<file path="src/rtl/iie_cfg.svh">
`ifndef IIE_CFG_SVH
`define IIE_CFG_SVH

`define IIE_OP_DI 8'h8f
`define IIE_OP_EI 8'h9f
`define IIE_OP_IDLE 8'h6f
`define IIE_OP_IRQ_RETURN_INSTR 8'hbf
`define IIE_OP_INC_REG 8'h20
`define IIE_OP_INC_IND 8'h21
`define IIE_OP_JP_IND 8'h30
`define IIE_LO_INC_R 4'he
`define IIE_LO_JP_CC 4'hd
`define IIE_LO_JR_CC 4'hb

`define IIE_CYC_BASE 4'h4
`define IIE_CYC_IRQ_RETURN_INSTR 4'h6
`define IIE_CYC_JR 4'h6
`define IIE_CYC_JP 4'h8
`define IIE_CYC_VEC 4'h3

`define IIE_LEN_1 16'h0001
`define IIE_LEN_2 16'h0002
`define IIE_LEN_3 16'h0003

`define IIE_SYM_GIE 2
`define IIE_FLAG_C 7
`define IIE_FLAG_Z 6
`define IIE_FLAG_S 5
`define IIE_FLAG_V 4
`define IIE_FLAG_D 3
`define IIE_FLAG_H 2
`define IIE_INC_OVF_IN 8'h7f

`define IIE_WREG_HI 4'hc
`define IIE_VEC_BASE 16'h0000
`define IIE_RST_PC 16'h0100
`define IIE_RST_SP 8'hb0
`define IIE_RST_SYM 8'h00
`define IIE_RST_FLAGS 8'h00

`define IIE_ADR_INSTR 8'h00
`define IIE_ADR_STATUS 8'h04
`define IIE_ADR_PC 8'h08
`define IIE_ADR_FLAGS 8'h0c
`define IIE_ADR_SYM 8'h10
`define IIE_ADR_SP 8'h14
`define IIE_ADR_MADDR 8'h18
`define IIE_ADR_MDATA 8'h1c
`define IIE_ADR_PEND 8'h20

`define IIE_ST_BUSY 0
`define IIE_ST_SLEEP 1
`define IIE_ST_BADOP 2
`define IIE_ST_PEND_LSB 8

`define IIE_RESP_OKAY 2'b00
`define IIE_RESP_SLVERR 2'b10
`define IIE_RESP_DECERR 2'b11

`endif

</file>
<file path="src/rtl/iie_pkg.sv">
package iie_pkg;
    typedef enum logic [1:0] {iie_ready, iie_run, iie_vec, iie_sleep} iie_state_t;
    typedef enum logic [3:0] {
        iie_k_di, iie_k_ei, iie_k_idle, iie_k_inc_r, iie_k_inc_reg, iie_k_inc_ind,
        iie_k_irq_return_instr, iie_k_jp_cc, iie_k_jp_ind, iie_k_jr, iie_k_bad
    } iie_kind_t;
endpackage : iie_pkg

</file>
<file path="src/rtl/iie_cond.sv">
`timescale 1ns/10ps
`default_nettype none
`include "iie_cfg.svh"
module iie_cond
    import iie_pkg::*;
(
    input wire logic [3:0] cond,
    input wire logic [7:0] flags,
    output logic take
);
    logic c, z, s, v, base;
    assign c = flags[`IIE_FLAG_C];
    assign z = flags[`IIE_FLAG_Z];
    assign s = flags[`IIE_FLAG_S];
    assign v = flags[`IIE_FLAG_V];

    // The upper eight codes are the complements of the lower eight.
    always_comb
    begin
        case (cond[2:0])
            3'h0: base = 1'b0;
            3'h1: base = s ^ v;
            3'h2: base = z | (s ^ v);
            3'h3: base = c | z;
            3'h4: base = v;
            3'h5: base = s;
            3'h6: base = z;
            default: base = c;
        endcase
    end
    assign take = base ^ cond[3];
endmodule : iie_cond
`default_nettype wire

</file>
<file path="src/rtl/iie_regmem.sv">
`timescale 1ns/10ps
`default_nettype none
module iie_regmem
    import iie_pkg::*;
#(
    parameter int AW = 8,
    parameter int DW = 8
)
(
    input wire logic clk,
    input wire logic we,
    input wire logic [AW-1:0] waddr,
    input wire logic [DW-1:0] wdata,
    input wire logic [AW-1:0] ra_addr,
    output logic [DW-1:0] ra_data,
    input wire logic [AW-1:0] rb_addr,
    output logic [DW-1:0] rb_data
);
    if (AW < 1 || DW < 1)
    begin : g_bad_size
        $error("AW and DW must be positive");
    end

    logic [DW-1:0] mem_q [0:(1<<AW)-1];

    // A read in the cycle of a write to the same word returns the old value.
    always_ff @(posedge clk)
    begin
        if (we)
        begin
            mem_q[waddr] <= wdata;
        end
        ra_data <= mem_q[ra_addr];
        rb_data <= mem_q[rb_addr];
    end
endmodule : iie_regmem
`default_nettype wire

</file>
<file path="src/rtl/iie_core.sv">
// Our own choices: the AXI4-Lite interface to the registers and the address map.
`timescale 1ns/10ps
`default_nettype none
`include "iie_cfg.svh"
module iie_core
    import iie_pkg::*;
#(
    parameter int N_IRQ = 8
)
(
    input wire logic aclk,
    input wire logic aresetn,
    input wire logic [N_IRQ-1:0] irq_req,
    output logic core_clk_en,
    input wire logic [7:0] s_axi_awaddr,
    input wire logic [2:0] s_axi_awprot,
    input wire logic s_axi_awvalid,
    output logic s_axi_awready,
    input wire logic [31:0] s_axi_wdata,
    input wire logic [3:0] s_axi_wstrb,
    input wire logic s_axi_wvalid,
    output logic s_axi_wready,
    output logic [1:0] s_axi_bresp,
    output logic s_axi_bvalid,
    input wire logic s_axi_bready,
    input wire logic [7:0] s_axi_araddr,
    input wire logic [2:0] s_axi_arprot,
    input wire logic s_axi_arvalid,
    output logic s_axi_arready,
    output logic [31:0] s_axi_rdata,
    output logic [1:0] s_axi_rresp,
    output logic s_axi_rvalid,
    input wire logic s_axi_rready
);
    if (N_IRQ < 1 || N_IRQ > 8)
    begin : g_bad_n_irq
        $error("N_IRQ must lie between 1 and 8");
    end

    iie_state_t state_q;
    iie_kind_t kind_w;
    logic [3:0] step_q, cyc_w;
    logic [23:0] instr_q;
    logic [15:0] pc_q, len_w, seq_pc_w, jr_tgt_w, pc_next_w;
    logic [7:0] flags_q, sym_q, sp_q, maddr_q, tgt_q, pch_q, pcl_q;
    logic [7:0] op_w, b2_w, b3_w, inc_base_w, inc_res_w, ma_addr_w, ra_data_w, rb_data_w;
    logic [7:0] mw_addr_w, mw_data_w, pend8_w;
    logic [2:0] vidx_q, pick_w;
    logic [N_IRQ-1:0] pend_w, clr_w;
    logic run_w, done_w, take_w, inc_any_w, inc_wr_w, vec_due_w, vec_end_w, mem_we_w;
    logic bad_q, core_clk_en_q;
    logic awready_q, wready_q, bvalid_q, arready_q, rvalid_q;
    logic [1:0] bresp_q, rresp_q;
    logic [7:0] awaddr_q;
    logic [31:0] wdata_q, rdata_q, rd_w, st_w;
    logic [3:0] wstrb_q;
    logic wr_do_w, bus_ok_w, wr_st_w, start_w, ar_hit_w, aw_hit_w;
    logic sel_instr, sel_pc, sel_flags, sel_sym, sel_sp, sel_maddr, sel_mdata, sel_pend;

    assign op_w = instr_q[7:0];
    assign b2_w = instr_q[15:8];
    assign b3_w = instr_q[23:16];

    assign kind_w = (op_w == `IIE_OP_DI) ? iie_k_di :
        (op_w == `IIE_OP_EI) ? iie_k_ei :
        (op_w == `IIE_OP_IDLE) ? iie_k_idle :
        (op_w == `IIE_OP_IRQ_RETURN_INSTR) ? iie_k_irq_return_instr :
        (op_w == `IIE_OP_INC_REG) ? iie_k_inc_reg :
        (op_w == `IIE_OP_INC_IND) ? iie_k_inc_ind :
        (op_w == `IIE_OP_JP_IND) ? iie_k_jp_ind :
        (op_w[3:0] == `IIE_LO_INC_R) ? iie_k_inc_r :
        (op_w[3:0] == `IIE_LO_JP_CC) ? iie_k_jp_cc :
        (op_w[3:0] == `IIE_LO_JR_CC) ? iie_k_jr : iie_k_bad;

    assign cyc_w = (kind_w == iie_k_jp_cc || kind_w == iie_k_jp_ind) ? `IIE_CYC_JP :
        (kind_w == iie_k_irq_return_instr) ? `IIE_CYC_IRQ_RETURN_INSTR :
        (kind_w == iie_k_jr) ? `IIE_CYC_JR : `IIE_CYC_BASE;
    assign len_w = (kind_w == iie_k_jp_cc) ? `IIE_LEN_3 :
        (kind_w == iie_k_inc_reg || kind_w == iie_k_inc_ind ||
         kind_w == iie_k_jp_ind || kind_w == iie_k_jr) ? `IIE_LEN_2 : `IIE_LEN_1;

    assign run_w = (state_q == iie_run);
    assign done_w = run_w && (step_q == cyc_w - 4'h1);
    assign seq_pc_w = pc_q + len_w;

    iie_cond u_cond (
        .cond(op_w[7:4]),
        .flags(flags_q),
        .take(take_w)
    );

    assign jr_tgt_w = seq_pc_w + {{8{b2_w[7]}}, b2_w};
    assign pc_next_w = (kind_w == iie_k_irq_return_instr || kind_w == iie_k_jp_ind) ? {pch_q, pcl_q} :
        (kind_w == iie_k_jp_cc && take_w) ? {b2_w, b3_w} :
        (kind_w == iie_k_jr && take_w) ? jr_tgt_w : seq_pc_w;

    assign inc_any_w = (kind_w == iie_k_inc_r || kind_w == iie_k_inc_reg ||
        kind_w == iie_k_inc_ind);
    assign inc_base_w = (kind_w == iie_k_inc_r) ? {`IIE_WREG_HI, op_w[7:4]} : b2_w;
    assign inc_res_w = ra_data_w + 8'h01;
    assign inc_wr_w = run_w && inc_any_w && (step_q == 4'h2);

    // Stack reads rely on the pointer moving after the first pop.
    assign ma_addr_w = (inc_any_w && step_q != 4'h0 && kind_w == iie_k_inc_ind) ? ra_data_w :
        inc_any_w ? inc_base_w :
        (kind_w == iie_k_irq_return_instr) ? sp_q + ((step_q == 4'h0) ? 8'h00 : 8'h01) :
        (kind_w == iie_k_jp_ind) ? b2_w + 8'(step_q) : 8'h00;

    assign vec_end_w = (state_q == iie_vec) && (step_q == `IIE_CYC_VEC - 4'h1);
    assign mw_addr_w = (state_q == iie_vec) ? sp_q - 8'(step_q) - 8'h01 :
        inc_wr_w ? tgt_q : maddr_q;
    assign mw_data_w = (state_q == iie_vec) ?
        ((step_q == 4'h0) ? pc_q[7:0] : (step_q == 4'h1) ? pc_q[15:8] : flags_q) :
        inc_wr_w ? inc_res_w : wdata_q[7:0];
    assign mem_we_w = (state_q == iie_vec) || inc_wr_w || (wr_st_w && sel_mdata && wstrb_q[0]);

    iie_regmem #(.AW(8), .DW(8)) u_mem (
        .clk(aclk),
        .we(mem_we_w),
        .waddr(mw_addr_w),
        .wdata(mw_data_w),
        .ra_addr(ma_addr_w),
        .ra_data(ra_data_w),
        .rb_addr(maddr_q),
        .rb_data(rb_data_w)
    );

    for (genvar i = 0; i < N_IRQ; i++)
    begin : g_irq
        logic [2:0] sync_q;
        logic lvl_q, pend_q, rise_w;
        always_ff @(posedge aclk)
        begin
            if (!aresetn)
            begin
                sync_q <= 3'h0;
                lvl_q <= 1'b0;
                pend_q <= 1'b0;
            end
            else
            begin
                sync_q <= {sync_q[1:0], irq_req[i]};
                lvl_q <= (sync_q[2] == sync_q[1]) ? sync_q[2] : lvl_q;
                pend_q <= rise_w | (pend_q & ~clr_w[i]);
            end
        end
        assign rise_w = (sync_q[2] == sync_q[1]) && sync_q[2] && !lvl_q;
        assign clr_w[i] = (wr_do_w && sel_pend && wstrb_q[0] && wdata_q[i]) ||
            (vec_end_w && vidx_q == 3'(i));
        assign pend_w[i] = pend_q;
    end

    always_comb
    begin
        pick_w = 3'h0;
        for (int k = N_IRQ - 1; k >= 0; k--)
        begin
            if (pend_w[k])
            begin
                pick_w = 3'(k);
            end
        end
    end

    assign vec_due_w = (state_q == iie_ready) && sym_q[`IIE_SYM_GIE] && (|pend_w);

    // Register bus decode.
    assign wr_do_w = !awready_q && !wready_q && !bvalid_q;
    assign bus_ok_w = (state_q == iie_ready) && !vec_due_w;
    assign wr_st_w = wr_do_w && bus_ok_w;
    assign sel_instr = (awaddr_q == `IIE_ADR_INSTR);
    assign sel_pc = (awaddr_q == `IIE_ADR_PC);
    assign sel_flags = (awaddr_q == `IIE_ADR_FLAGS);
    assign sel_sym = (awaddr_q == `IIE_ADR_SYM);
    assign sel_sp = (awaddr_q == `IIE_ADR_SP);
    assign sel_maddr = (awaddr_q == `IIE_ADR_MADDR);
    assign sel_mdata = (awaddr_q == `IIE_ADR_MDATA);
    assign sel_pend = (awaddr_q == `IIE_ADR_PEND);
    assign aw_hit_w = sel_instr || sel_pc || sel_flags || sel_sym || sel_sp || sel_maddr ||
        sel_mdata || sel_pend || (awaddr_q == `IIE_ADR_STATUS);
    assign start_w = wr_st_w && sel_instr;
    assign pend8_w = 8'(pend_w);

    always_comb
    begin
        st_w = 32'h0000_0000;
        st_w[`IIE_ST_BUSY] = (state_q != iie_ready);
        st_w[`IIE_ST_SLEEP] = (state_q == iie_sleep);
        st_w[`IIE_ST_BADOP] = bad_q;
        st_w[`IIE_ST_PEND_LSB +: 8] = pend8_w;
    end

    assign ar_hit_w = (s_axi_araddr <= `IIE_ADR_PEND) && (s_axi_araddr[1:0] == 2'b00);
    assign rd_w = (s_axi_araddr == `IIE_ADR_INSTR) ? {8'h00, instr_q} :
        (s_axi_araddr == `IIE_ADR_STATUS) ? st_w :
        (s_axi_araddr == `IIE_ADR_PC) ? {16'h0000, pc_q} :
        (s_axi_araddr == `IIE_ADR_FLAGS) ? {24'h000000, flags_q} :
        (s_axi_araddr == `IIE_ADR_SYM) ? {24'h000000, sym_q} :
        (s_axi_araddr == `IIE_ADR_SP) ? {24'h000000, sp_q} :
        (s_axi_araddr == `IIE_ADR_MADDR) ? {24'h000000, maddr_q} :
        (s_axi_araddr == `IIE_ADR_MDATA) ? {24'h000000, rb_data_w} :
        (s_axi_araddr == `IIE_ADR_PEND) ? {24'h000000, pend8_w} : 32'h0000_0000;

    always_ff @(posedge aclk)
    begin
        if (!aresetn)
        begin
            awready_q <= 1'b1;
            wready_q <= 1'b1;
            bvalid_q <= 1'b0;
            bresp_q <= `IIE_RESP_OKAY;
            awaddr_q <= 8'h00;
            wdata_q <= 32'h0000_0000;
            wstrb_q <= 4'h0;
        end
        else
        begin
            if (s_axi_awvalid && awready_q)
            begin
                awready_q <= 1'b0;
                awaddr_q <= s_axi_awaddr;
            end
            if (s_axi_wvalid && wready_q)
            begin
                wready_q <= 1'b0;
                wdata_q <= s_axi_wdata;
                wstrb_q <= s_axi_wstrb;
            end
            if (wr_do_w)
            begin
                bvalid_q <= 1'b1;
                bresp_q <= !aw_hit_w ? `IIE_RESP_DECERR :
                    (bus_ok_w || sel_pend) ? `IIE_RESP_OKAY : `IIE_RESP_SLVERR;
            end
            if (bvalid_q && s_axi_bready)
            begin
                bvalid_q <= 1'b0;
                awready_q <= 1'b1;
                wready_q <= 1'b1;
            end
        end
    end

    always_ff @(posedge aclk)
    begin
        if (!aresetn)
        begin
            arready_q <= 1'b1;
            rvalid_q <= 1'b0;
            rdata_q <= 32'h0000_0000;
            rresp_q <= `IIE_RESP_OKAY;
        end
        else if (s_axi_arvalid && arready_q)
        begin
            arready_q <= 1'b0;
            rvalid_q <= 1'b1;
            rdata_q <= rd_w;
            rresp_q <= ar_hit_w ? `IIE_RESP_OKAY : `IIE_RESP_DECERR;
        end
        else if (rvalid_q && s_axi_rready)
        begin
            arready_q <= 1'b1;
            rvalid_q <= 1'b0;
        end
    end

    always_ff @(posedge aclk)
    begin
        if (!aresetn)
        begin
            state_q <= iie_ready;
            step_q <= 4'h0;
            vidx_q <= 3'h0;
        end
        else
        begin
            case (state_q)
                iie_ready:
                begin
                    step_q <= 4'h0;
                    vidx_q <= pick_w;
                    state_q <= vec_due_w ? iie_vec : start_w ? iie_run : iie_ready;
                end
                iie_run:
                begin
                    step_q <= step_q + 4'h1;
                    if (done_w)
                    begin
                        state_q <= (kind_w == iie_k_idle) ? iie_sleep : iie_ready;
                    end
                end
                iie_vec:
                begin
                    step_q <= step_q + 4'h1;
                    state_q <= vec_end_w ? iie_ready : iie_vec;
                end
                default:
                begin
                    state_q <= (|pend_w) ? iie_ready : iie_sleep;
                end
            endcase
        end
    end

    // Bus writes to core state are only taken while nothing executes.
    always_ff @(posedge aclk)
    begin
        if (!aresetn)
        begin
            instr_q <= 24'h000000;
            pc_q <= `IIE_RST_PC;
            sp_q <= `IIE_RST_SP;
            maddr_q <= 8'h00;
            bad_q <= 1'b0;
            core_clk_en_q <= 1'b1;
            tgt_q <= 8'h00;
            pch_q <= 8'h00;
            pcl_q <= 8'h00;
        end
        else
        begin
            core_clk_en_q <= (state_q != iie_sleep);
            if (wr_st_w && sel_instr)
            begin
                instr_q[7:0] <= wstrb_q[0] ? wdata_q[7:0] : instr_q[7:0];
                instr_q[15:8] <= wstrb_q[1] ? wdata_q[15:8] : instr_q[15:8];
                instr_q[23:16] <= wstrb_q[2] ? wdata_q[23:16] : instr_q[23:16];
                bad_q <= 1'b0;
            end
            else if (done_w && kind_w == iie_k_bad)
            begin
                bad_q <= 1'b1;
            end
            if (wr_st_w && sel_pc)
            begin
                pc_q[7:0] <= wstrb_q[0] ? wdata_q[7:0] : pc_q[7:0];
                pc_q[15:8] <= wstrb_q[1] ? wdata_q[15:8] : pc_q[15:8];
            end
            else if (done_w)
            begin
                pc_q <= pc_next_w;
            end
            else if (vec_end_w)
            begin
                pc_q <= `IIE_VEC_BASE + {12'h000, vidx_q, 1'b0};
            end
            if (wr_st_w && sel_sp && wstrb_q[0])
            begin
                sp_q <= wdata_q[7:0];
            end
            else if (run_w && kind_w == iie_k_irq_return_instr && step_q == 4'h1)
            begin
                sp_q <= sp_q + 8'h01;
            end
            else if (run_w && kind_w == iie_k_irq_return_instr && step_q == 4'h3)
            begin
                sp_q <= sp_q + 8'h02;
            end
            else if (vec_end_w)
            begin
                sp_q <= sp_q - 8'h03;
            end
            if (wr_st_w && sel_maddr && wstrb_q[0])
            begin
                maddr_q <= wdata_q[7:0];
            end
            if (step_q == 4'h1)
            begin
                tgt_q <= (kind_w == iie_k_inc_ind) ? ra_data_w : inc_base_w;
            end
            if ((kind_w == iie_k_irq_return_instr && step_q == 4'h2) || (kind_w == iie_k_jp_ind && step_q == 4'h1))
            begin
                pch_q <= ra_data_w;
            end
            if ((kind_w == iie_k_irq_return_instr && step_q == 4'h3) || (kind_w == iie_k_jp_ind && step_q == 4'h2))
            begin
                pcl_q <= ra_data_w;
            end
        end
    end

    always_ff @(posedge aclk)
    begin
        if (!aresetn)
        begin
            flags_q <= `IIE_RST_FLAGS;
            sym_q <= `IIE_RST_SYM;
        end
        else
        begin
            if (wr_st_w && sel_flags && wstrb_q[0])
            begin
                flags_q <= wdata_q[7:0];
            end
            else if (run_w && kind_w == iie_k_irq_return_instr && step_q == 4'h1)
            begin
                flags_q <= ra_data_w;
            end
            else if (inc_wr_w)
            begin
                flags_q[`IIE_FLAG_Z] <= (inc_res_w == 8'h00);
                flags_q[`IIE_FLAG_S] <= inc_res_w[7];
                flags_q[`IIE_FLAG_V] <= (ra_data_w == `IIE_INC_OVF_IN);
            end
            if (wr_st_w && sel_sym && wstrb_q[0])
            begin
                sym_q <= wdata_q[7:0];
            end
            else if ((done_w && kind_w == iie_k_di) || vec_end_w)
            begin
                sym_q[`IIE_SYM_GIE] <= 1'b0;
            end
            else if ((done_w && kind_w == iie_k_ei) || (done_w && kind_w == iie_k_irq_return_instr))
            begin
                sym_q[`IIE_SYM_GIE] <= 1'b1;
            end
        end
    end

    assign core_clk_en = core_clk_en_q;
    assign s_axi_awready = awready_q;
    assign s_axi_wready = wready_q;
    assign s_axi_bvalid = bvalid_q;
    assign s_axi_bresp = bresp_q;
    assign s_axi_arready = arready_q;
    assign s_axi_rvalid = rvalid_q;
    assign s_axi_rdata = rdata_q;
    assign s_axi_rresp = rresp_q;
endmodule : iie_core
`default_nettype wire

</file>
<file path="config.mk">
export PLATFORM = sky130hd
export DESIGN_NAME = iie_core
export DESIGN_NICKNAME = d
export VERILOG_FILES = /design/src/rtl/iie_pkg.sv /design/src/rtl/iie_cond.sv /design/src/rtl/iie_regmem.sv /design/src/rtl/iie_core.sv
export VERILOG_INCLUDE_DIRS = /design/src /design/src/rtl
export SDC_FILE = /design/constraint.sdc
export NUM_CORES = 2
export LEC_CHECK = 0
export BUFFER_PORTS_ARGS = -buffer_cell sky130_fd_sc_hd__clkbuf_2
export CORE_AREA = 2 2 464 466
export CTS_CLUSTER_DIAMETER = 60
export CTS_CLUSTER_SIZE = 14
export DETAILED_ROUTE_END_ITERATION = 16
export DIE_AREA = 0 0 466 468
export GPL_TIMING_DRIVEN = 1
export PLACE_DENSITY = 0.66
export SLEW_MARGIN = 5
export SYNTH_ARGS = -nofsm -noshare
export SYNTH_HDL_FRONTEND = slang
export SYNTH_SLANG_ARGS = --single-unit
</file>
<file path="constraint.sdc">
create_clock -name aclk -period 33.1 [get_ports aclk]
set_clock_uncertainty 0.05 [all_clocks]
set_input_delay 4.965 -clock aclk [delete_from_list [all_inputs] [get_ports aclk]]
set_output_delay 4.965 -clock aclk [all_outputs]
set_load 0.01 [all_outputs]
</file>
# Yosys cells after proc, flatten, opt, wreduce, memory -nomap -nowiden
# Memory sizes are Yosys's and may differ from the RTL's. A register that Yosys moved wholly into a read port is not among the register bits.
# Cells that the tools add are included.
# op_classes
order_cmp,1
eq_ne,69
bitwise_logic,29
reduce_logical,146
n_addsub,12
muxes,83
# ops
cell,count
two-way mux 8 bit,25
two-way mux 16 bit,8
logical AND 1 bit,77
== test 8 x 5 -> 1 bit (second input constant),8
two-way mux 4 bit,11
== test 8 x 6 -> 1 bit (second input constant),5
== test 8 x 4 -> 1 bit (second input constant),4
logical OR 1 bit,30
two-way mux 3 bit,10
two-way mux 2 bit,13
== test 4 bit (second input constant),6
== test 8 bit (second input constant),3
logical NOT 8 bit,3
two-way mux 24 bit,1
== test 3 bit (second input constant),7
adder 16 bit,1
adder 16 x 2 -> 16 bit,1
adder 8 x 1 -> 8 bit (second input constant),2
== test 4 x 2 -> 1 bit (second input constant),4
== test 4 x 3 -> 1 bit (second input constant),4
== test 8 x 3 -> 1 bit (second input constant),2
== test 8 x 7 -> 1 bit (second input constant),2
== test 3 x 2 -> 1 bit (second input constant),4
logical NOT 1 bit,12
other kinds (34),97
# word_totals
register_bits,223
ramBits,2048
memories,1
inputBits,73
word_cells,395
output_inout_bits,42
# mem_list
memory,depth,width,rd,rd_ports_with_merged_regs,write_ports,line,source
u_mem.mem_q,256,8,2,2,1,iie_regmem.sv:24,logic [DW-1:0] mem_q [0:(1<<AW)-1];

# Logic depth before layout (Yosys ltp)
# depth
ltp_word,24
depth_mapped,22
ltp_nobuf,18

# Modules after synthesis
# A second synthesis with hierarchy kept.
# hier_totals
cells_unflattened,6508
hier_area_um2,109690.2
# by_module_without_submodules
module,cells_per_inst,seq_area_each_um2,area_per_inst_um2,n_inst
iie_regmem,4847,61819.3,96973.0,1
iie_core,1650,4284.1,12629.6,1
iie_cond,11,0.0,87.6,1

# Least setup slack after synthesis
# No wires, ideal clock.
# synth_timing
path_type,register -> register
startpoint,register instr_q[1]
endpoint,memory u_mem.mem_q[0][3] (data pin)
n_path_buf,3
required_time_ns,30.863
slack_ns,18.969
setup_ns,2.187
period_less_slack_ns,14.131
arrival_ns,11.894
path_stages_with_launch,9
cell_sequence,dfxtp_1 -> buf_6 -> nor4_4 -> nand3_4 -> a211oi_1 -> clkbuf_1 -> buf_2 -> o21ai_0 -> o21ai_0
# synth_between
elab_chain_cells,18
elab_cells_between_ends,29
classes_between,eq/ne (13); mux (12); reduce/logical (4)
# synth_rtl
element,line,source
start: declaration,iie_core.sv:43,logic [23:0] instr_q;
start signal: assignment,iie_core.sv:325,instr_q[7:0] <= wstrb_q[0] ? wdata_q[7:0] : instr_q[7:0];
== test 4 bit (no line),-,
two-way mux 2 bit,iie_core.sv:73,(op_w[3:0] == `IIE_LO_JR_CC) ? iie_k_jr : iie_k_bad;
two-way mux 4 bit,iie_core.sv:72,(op_w[3:0] == `IIE_LO_JP_CC) ? iie_k_jp_cc :
two-way mux 4 bit,iie_core.sv:71,(op_w[3:0] == `IIE_LO_INC_R) ? iie_k_inc_r :
two-way mux 4 bit,iie_core.sv:70,(op_w == `IIE_OP_JP_IND) ? iie_k_jp_ind :
two-way mux 4 bit,iie_core.sv:69,(op_w == `IIE_OP_INC_IND) ? iie_k_inc_ind :
two-way mux 4 bit,iie_core.sv:68,(op_w == `IIE_OP_INC_REG) ? iie_k_inc_reg :
two-way mux 4 bit,iie_core.sv:67,(op_w == `IIE_OP_IRQ_RETURN_INSTR) ? iie_k_irq_return_instr :
[2 not listed],-,
two-way mux 4 bit (*),iie_core.sv:64,assign kind_w = (op_w == `IIE_OP_DI) ? iie_k_di :
== test 4 x 2 -> 1 bit or == test 4 x 3 -> 1 bit (tied branches),iie_core.sv:97,assign inc_any_w = (kind_w == iie_k_inc_r || kind_w == iie_k_inc_reg ||
logical OR 1 bit,iie_core.sv:97,
logical OR 1 bit (*),iie_core.sv:97,
logical AND 1 bit (*) (2 in a row),iie_core.sv:101,assign inc_wr_w = run_w && inc_any_w && (step_q == 4'h2);
two-way mux 8 bit (*),iie_core.sv:114,inc_wr_w ? inc_res_w : wdata_q[7:0];
two-way mux 8 bit (*),iie_core.sv:112,assign mw_data_w = (state_q == iie_vec) ?
net mw_data_w[3],iie_core.sv:47,"logic [7:0] mw_addr_w, mw_data_w, pend8_w;"
end: declaration,iie_regmem.sv:24,
# The timed path passes the listed nets; every way through them passes the cells marked *.

# Worst setup path in the final report
# layout_timing
startpoint,register step_q[1]
endpoint,register u_mem.ra_data[6] (read register of u_mem.mem_q)
# layout_between
elab_chain_cells,6
elab_cells_between_ends,11
classes_between,add/sub (2); mux (5); reduce/logical (4)
# layout_rtl
element,line,source
start: declaration,iie_core.sv:42,"logic [3:0] step_q, cyc_w;"
start signal: assignment,iie_core.sv:286,step_q <= step_q + 4'h1;
start signal: assignment,iie_core.sv:294,step_q <= step_q + 4'h1;
logical NOT 4 bit,iie_core.sv:106,(kind_w == iie_k_irq_return_instr) ? sp_q + ((step_q == 4'h0) ? 8'h00 : 8'h01) :
two-way mux 1 bit,iie_core.sv:106,
adder 8 x 1 -> 8 bit,iie_core.sv:106,
two-way mux 8 bit,iie_core.sv:106,
two-way mux 8 bit,iie_core.sv:105,inc_any_w ? inc_base_w :
two-way mux 8 bit (*),iie_core.sv:104,assign ma_addr_w = (inc_any_w && step_q != 4'h0 && kind_w == iie_k_inc_ind) ? ra_data_w :
end: declaration,iie_regmem.sv:15,"output logic [DW-1:0] ra_data,"
# Mark *: on every way between the ends. The rest lies on a longest branch, timed or not.
# A chain may end at the register's enable or synchronous reset.

==> metrics.md <==
| Metric | Value |
|---|---|
| Final Core Density | `0.5499` |
| Layout cell share with drive strength beyond 1 | `0.2134` |
| CP Data Arrival Time | `8.68 ns` |
| Pre-antenna DRT Iters | `8` |
| Hold Crit Class | `flop to flop` |
| Setup violators final | `0` |
| Initial antenna violation count | `20` |
| Die height | `468 µm` |
| Max-cap violations | `0` |
| Worst endpoint required time | `33.69 ns` |
| Syn. warnings | `0` |
| Post-Synthesis Cells | `7,150` |
| P per Cell Area | `46.25 nW/µm²` |
| TNS Setup | `0 ns` |
| DR WL/cell | `36.88 µm` |
| Post-synth EDFFs | `2,048` |
| Cts hold-fix bufs | `0` |
| Reg clk slew, reported paths | `0.07 ns` |
| Max Slew Vio Count | `0` |
| Peak Freq | `123.6 MHz` |
| CTS tree | `yes` |
| Core Area | `213,300 µm²` |
| Largest net degree at the start of global routing | `221` |
| Final Hold Fails | `0` |
| Mapped cell area | `108,100 µm²` |
| First-pass GRT wire length | `515,600 µm` |
| CP startpoint kind | `flop` |
| IO Count | `115` |
| Commonest non-fill, non-tap cell in the layout | `edfxtp_1` |
| Vias/cell | `7.276` |
| Most frequent cells in the layout | `2,048 x edfxtp_1, 875 x mux4_2, 739 x nand2_1` |
| Detailed Place HPWL | `232,900 µm` |
| DP Area | `111,600 µm²` |
| Crit Path Class | `flop to flop` |
| WL final | `367,900 µm` |
| Sequential area share after synthesis | `0.6117` |
| Status | `complete, no violations` |
| Clock buffer depth | `3` |
| Die Width | `466 µm` |
| Crit-path max FO | `47` |
| Num CTS Buffers | `195` |
| Clock Latency Late Sink | `0.90 ns` |
| # Post-CTS Setup Buffers | `0` |
| Netlist cell types | `91` |
| Cell area after layout | `117,300 µm²` |
| Routability congestion estimate from global placement | `0.9946` |
| Vias in the first global route | `68,750` |
| Post-CTS sizing | `0` |
| Minimum clock period | `8.089 ns` |
| Yosys reg bits | `2,278` |
| Ys async rst share | `0` |
| Number of nets in the layout | `7,170` |
| Residual DRC | `0` |
| Area delta synth->final | `8.560%` |
| Peak VDD IR | `0.00006413 V` |
| LEAKAGE | `36.12 nW` |
| Setup crit end kind | `flop` |
| Row Count | `170` |
| Slew HR | `0.09498` |
| H-tree depth | `4` |
| ANT nets after route | `0` |
| CTS root buf | `clkbuf_16` |
| Syn_area_per_cell | `15.11 µm²` |
| Routed vias | `72,570` |
| Final Cycle Share | `0.2444` |
| Top_reg_cell synth | `edfxtp_1` |
| GRT Overall Usage | `0.3335` |
| Starting density of the core | `0.5065` |
| Num Clock Sinks | `2,278` |
| Total gr overflow | `0` |
| RSZ-0062 raised after global routing | `no` |
| Number of port buffers | `91` |
| Drt first-iter violations | `12,820` |
| Worst-Margin Slew | `1.358 ns` |
| Die area | `218,100 µm²` |
-- routing by layer --
layer  vias to the layer above  routed length, µm  track usage  part of all wire
met5                         -                195    0.0004392           0.00053
met4                        22              24950       0.1872             0.068
met3                      1022              51570      0.09997              0.14
met2                      5984             163000       0.4949              0.44
met1                     36780             128200       0.4408              0.35
li1                      28760                  -            -                 -
-- registers in the layout (all words and copies together), names as in the netlist, 16 cells and up --
signal,flops
g_irq.sync_q,24
instr_q,24
pc_q,16
s_axi_rdata,24
u_mem.mem_q,2048
wdata_q,24
-- through the flow --
step	setup WS [ns]	cells	total power, W	hold slack, ns
floorplan	18.97	7157	0.003276	0.3619
global placement	25.27	9684	0.003280	0.3741
detailed placement	25.26	9684	0.003284	0.3737
CTS	25.24	9970	0.005434	0.3834
global route	24.80	9971	0.005537	0.3928
finish	25.01	9974	0.005425	0.3831
-- cell usage after synthesis, drive strengths merged (8+ instances only) --
cell / instances / area (µm²)
a2111oi: 10 / 93.84
a211o: 13 / 113.9
a211oi: 79 / 593.1
a21o: 11 / 82.58
a21oi: 277 / 1390
a221o: 15 / 150.1
a221oi: 35 / 306.5
a222oi: 11 / 110.1
a22o: 20 / 175.2
a22oi: 58 / 435.4
a311o: 10 / 100.1
a311oi: 26 / 227.7
a31oi: 74 / 469.2
a32o: 11 / 110.1
a32oi: 29 / 254.0
and2: 48 / 300.3
and3: 58 / 362.9
buf: 225 / 1102
clkbuf: 364 / 1366
dfxtp: 230 / 4604
edfxtp: 2048 / 61500
ha: 50 / 625.6
inv: 37 / 138.9
mux2: 53 / 596.8
mux2i: 115 / 1151
mux4: 875 / 19710
nand2: 741 / 2784
nand2b: 13 / 81.33
nand3: 235 / 1189
nand4: 39 / 244.0
nor2: 518 / 1944
nor2b: 23 / 143.9
nor3: 60 / 300.3
nor4: 19 / 133.9
o2111ai: 32 / 280.3
o211ai: 73 / 548.0
o21a: 8 / 60.06
o21ai: 177 / 885.9
o221ai: 90 / 788.3
o22ai: 150 / 944.7
o311ai: 11 / 96.35
o31ai: 9 / 67.56
or3: 14 / 87.58
xnor2: 28 / 245.2
xor2: 25 / 219.0
-- area by class of cell --
type / instances / area, µm²
Timing Repair Buffer: 278 / 1972
Clock buffer: 240 / 5174
Antenna cell: 4 / 10.01
Multi-Input combinational cell: 4252 / 39790
Fill cell: 16580 / 96030
Inverter: 38 / 145.1
Sequential cell: 2278 / 66120
Tap cell: 2838 / 3551
Clock inverter: 46 / 548.0
-- power by group --
group	switching [W]	leakage [nW]	internal, W
clock network	0.00105	2.79	0.00115
registers	0.00000451	20.6	0.00314
logic	0.0000680	12.8	0.0000129
-- worst max-delay path, cell delays in order, from the launching register on --
cell	delay [ns]
dfxtp_1	0.60
inv_1	0.20
ha_1	0.22
and2_1	0.20
clkinv_1	0.33
nand4_1	0.25
nor3_1	0.73
a31o_4	0.72
buf_4	0.72
buf_4	0.63
buf_4	0.68
mux4_2	0.61
a22o_1	0.29
a21oi_1	0.60
nor2_1	0.11
a2111oi_2	0.41
nand4_1	0.35
-- logic make-up (layout without fill, tap and decap cells) --
kind of cell | count (synthesis) | after routing | share of synthesized area
adder cells (fa/ha/maj) | 54 | 54 | 0.006530
multiplexers | 1043 | 1043 | 0.1985
buffers and inverters | 627 | 602 | 0.02416
AND/OR/NAND/NOR | 1805 | 1805 | 0.07285
other | 1 | 12 | 0.00003470
XOR/XNOR | 53 | 53 | 0.004296
AO/OA/AOI/OAI | 1289 | 1289 | 0.08186
flip-flops | 2278 | 2278 | 0.6117
-- path summary, 6_finish.rpt --
kind,startpoint,to,slack [ns],cells past startpoint
setup / recovery,step_q[1],u_mem.ra_data[6],25.01,16
hold / removal,g_irq[2].sync_q[0],g_irq[2].sync_q[1],0.38,1
setup reg to reg,step_q[1],u_mem.ra_data[6],25.01,16
hold reg to reg,g_irq[2].sync_q[0],g_irq[2].sync_q[1],0.38,1
No activity file was read; power rests on OpenSTA's default activity.
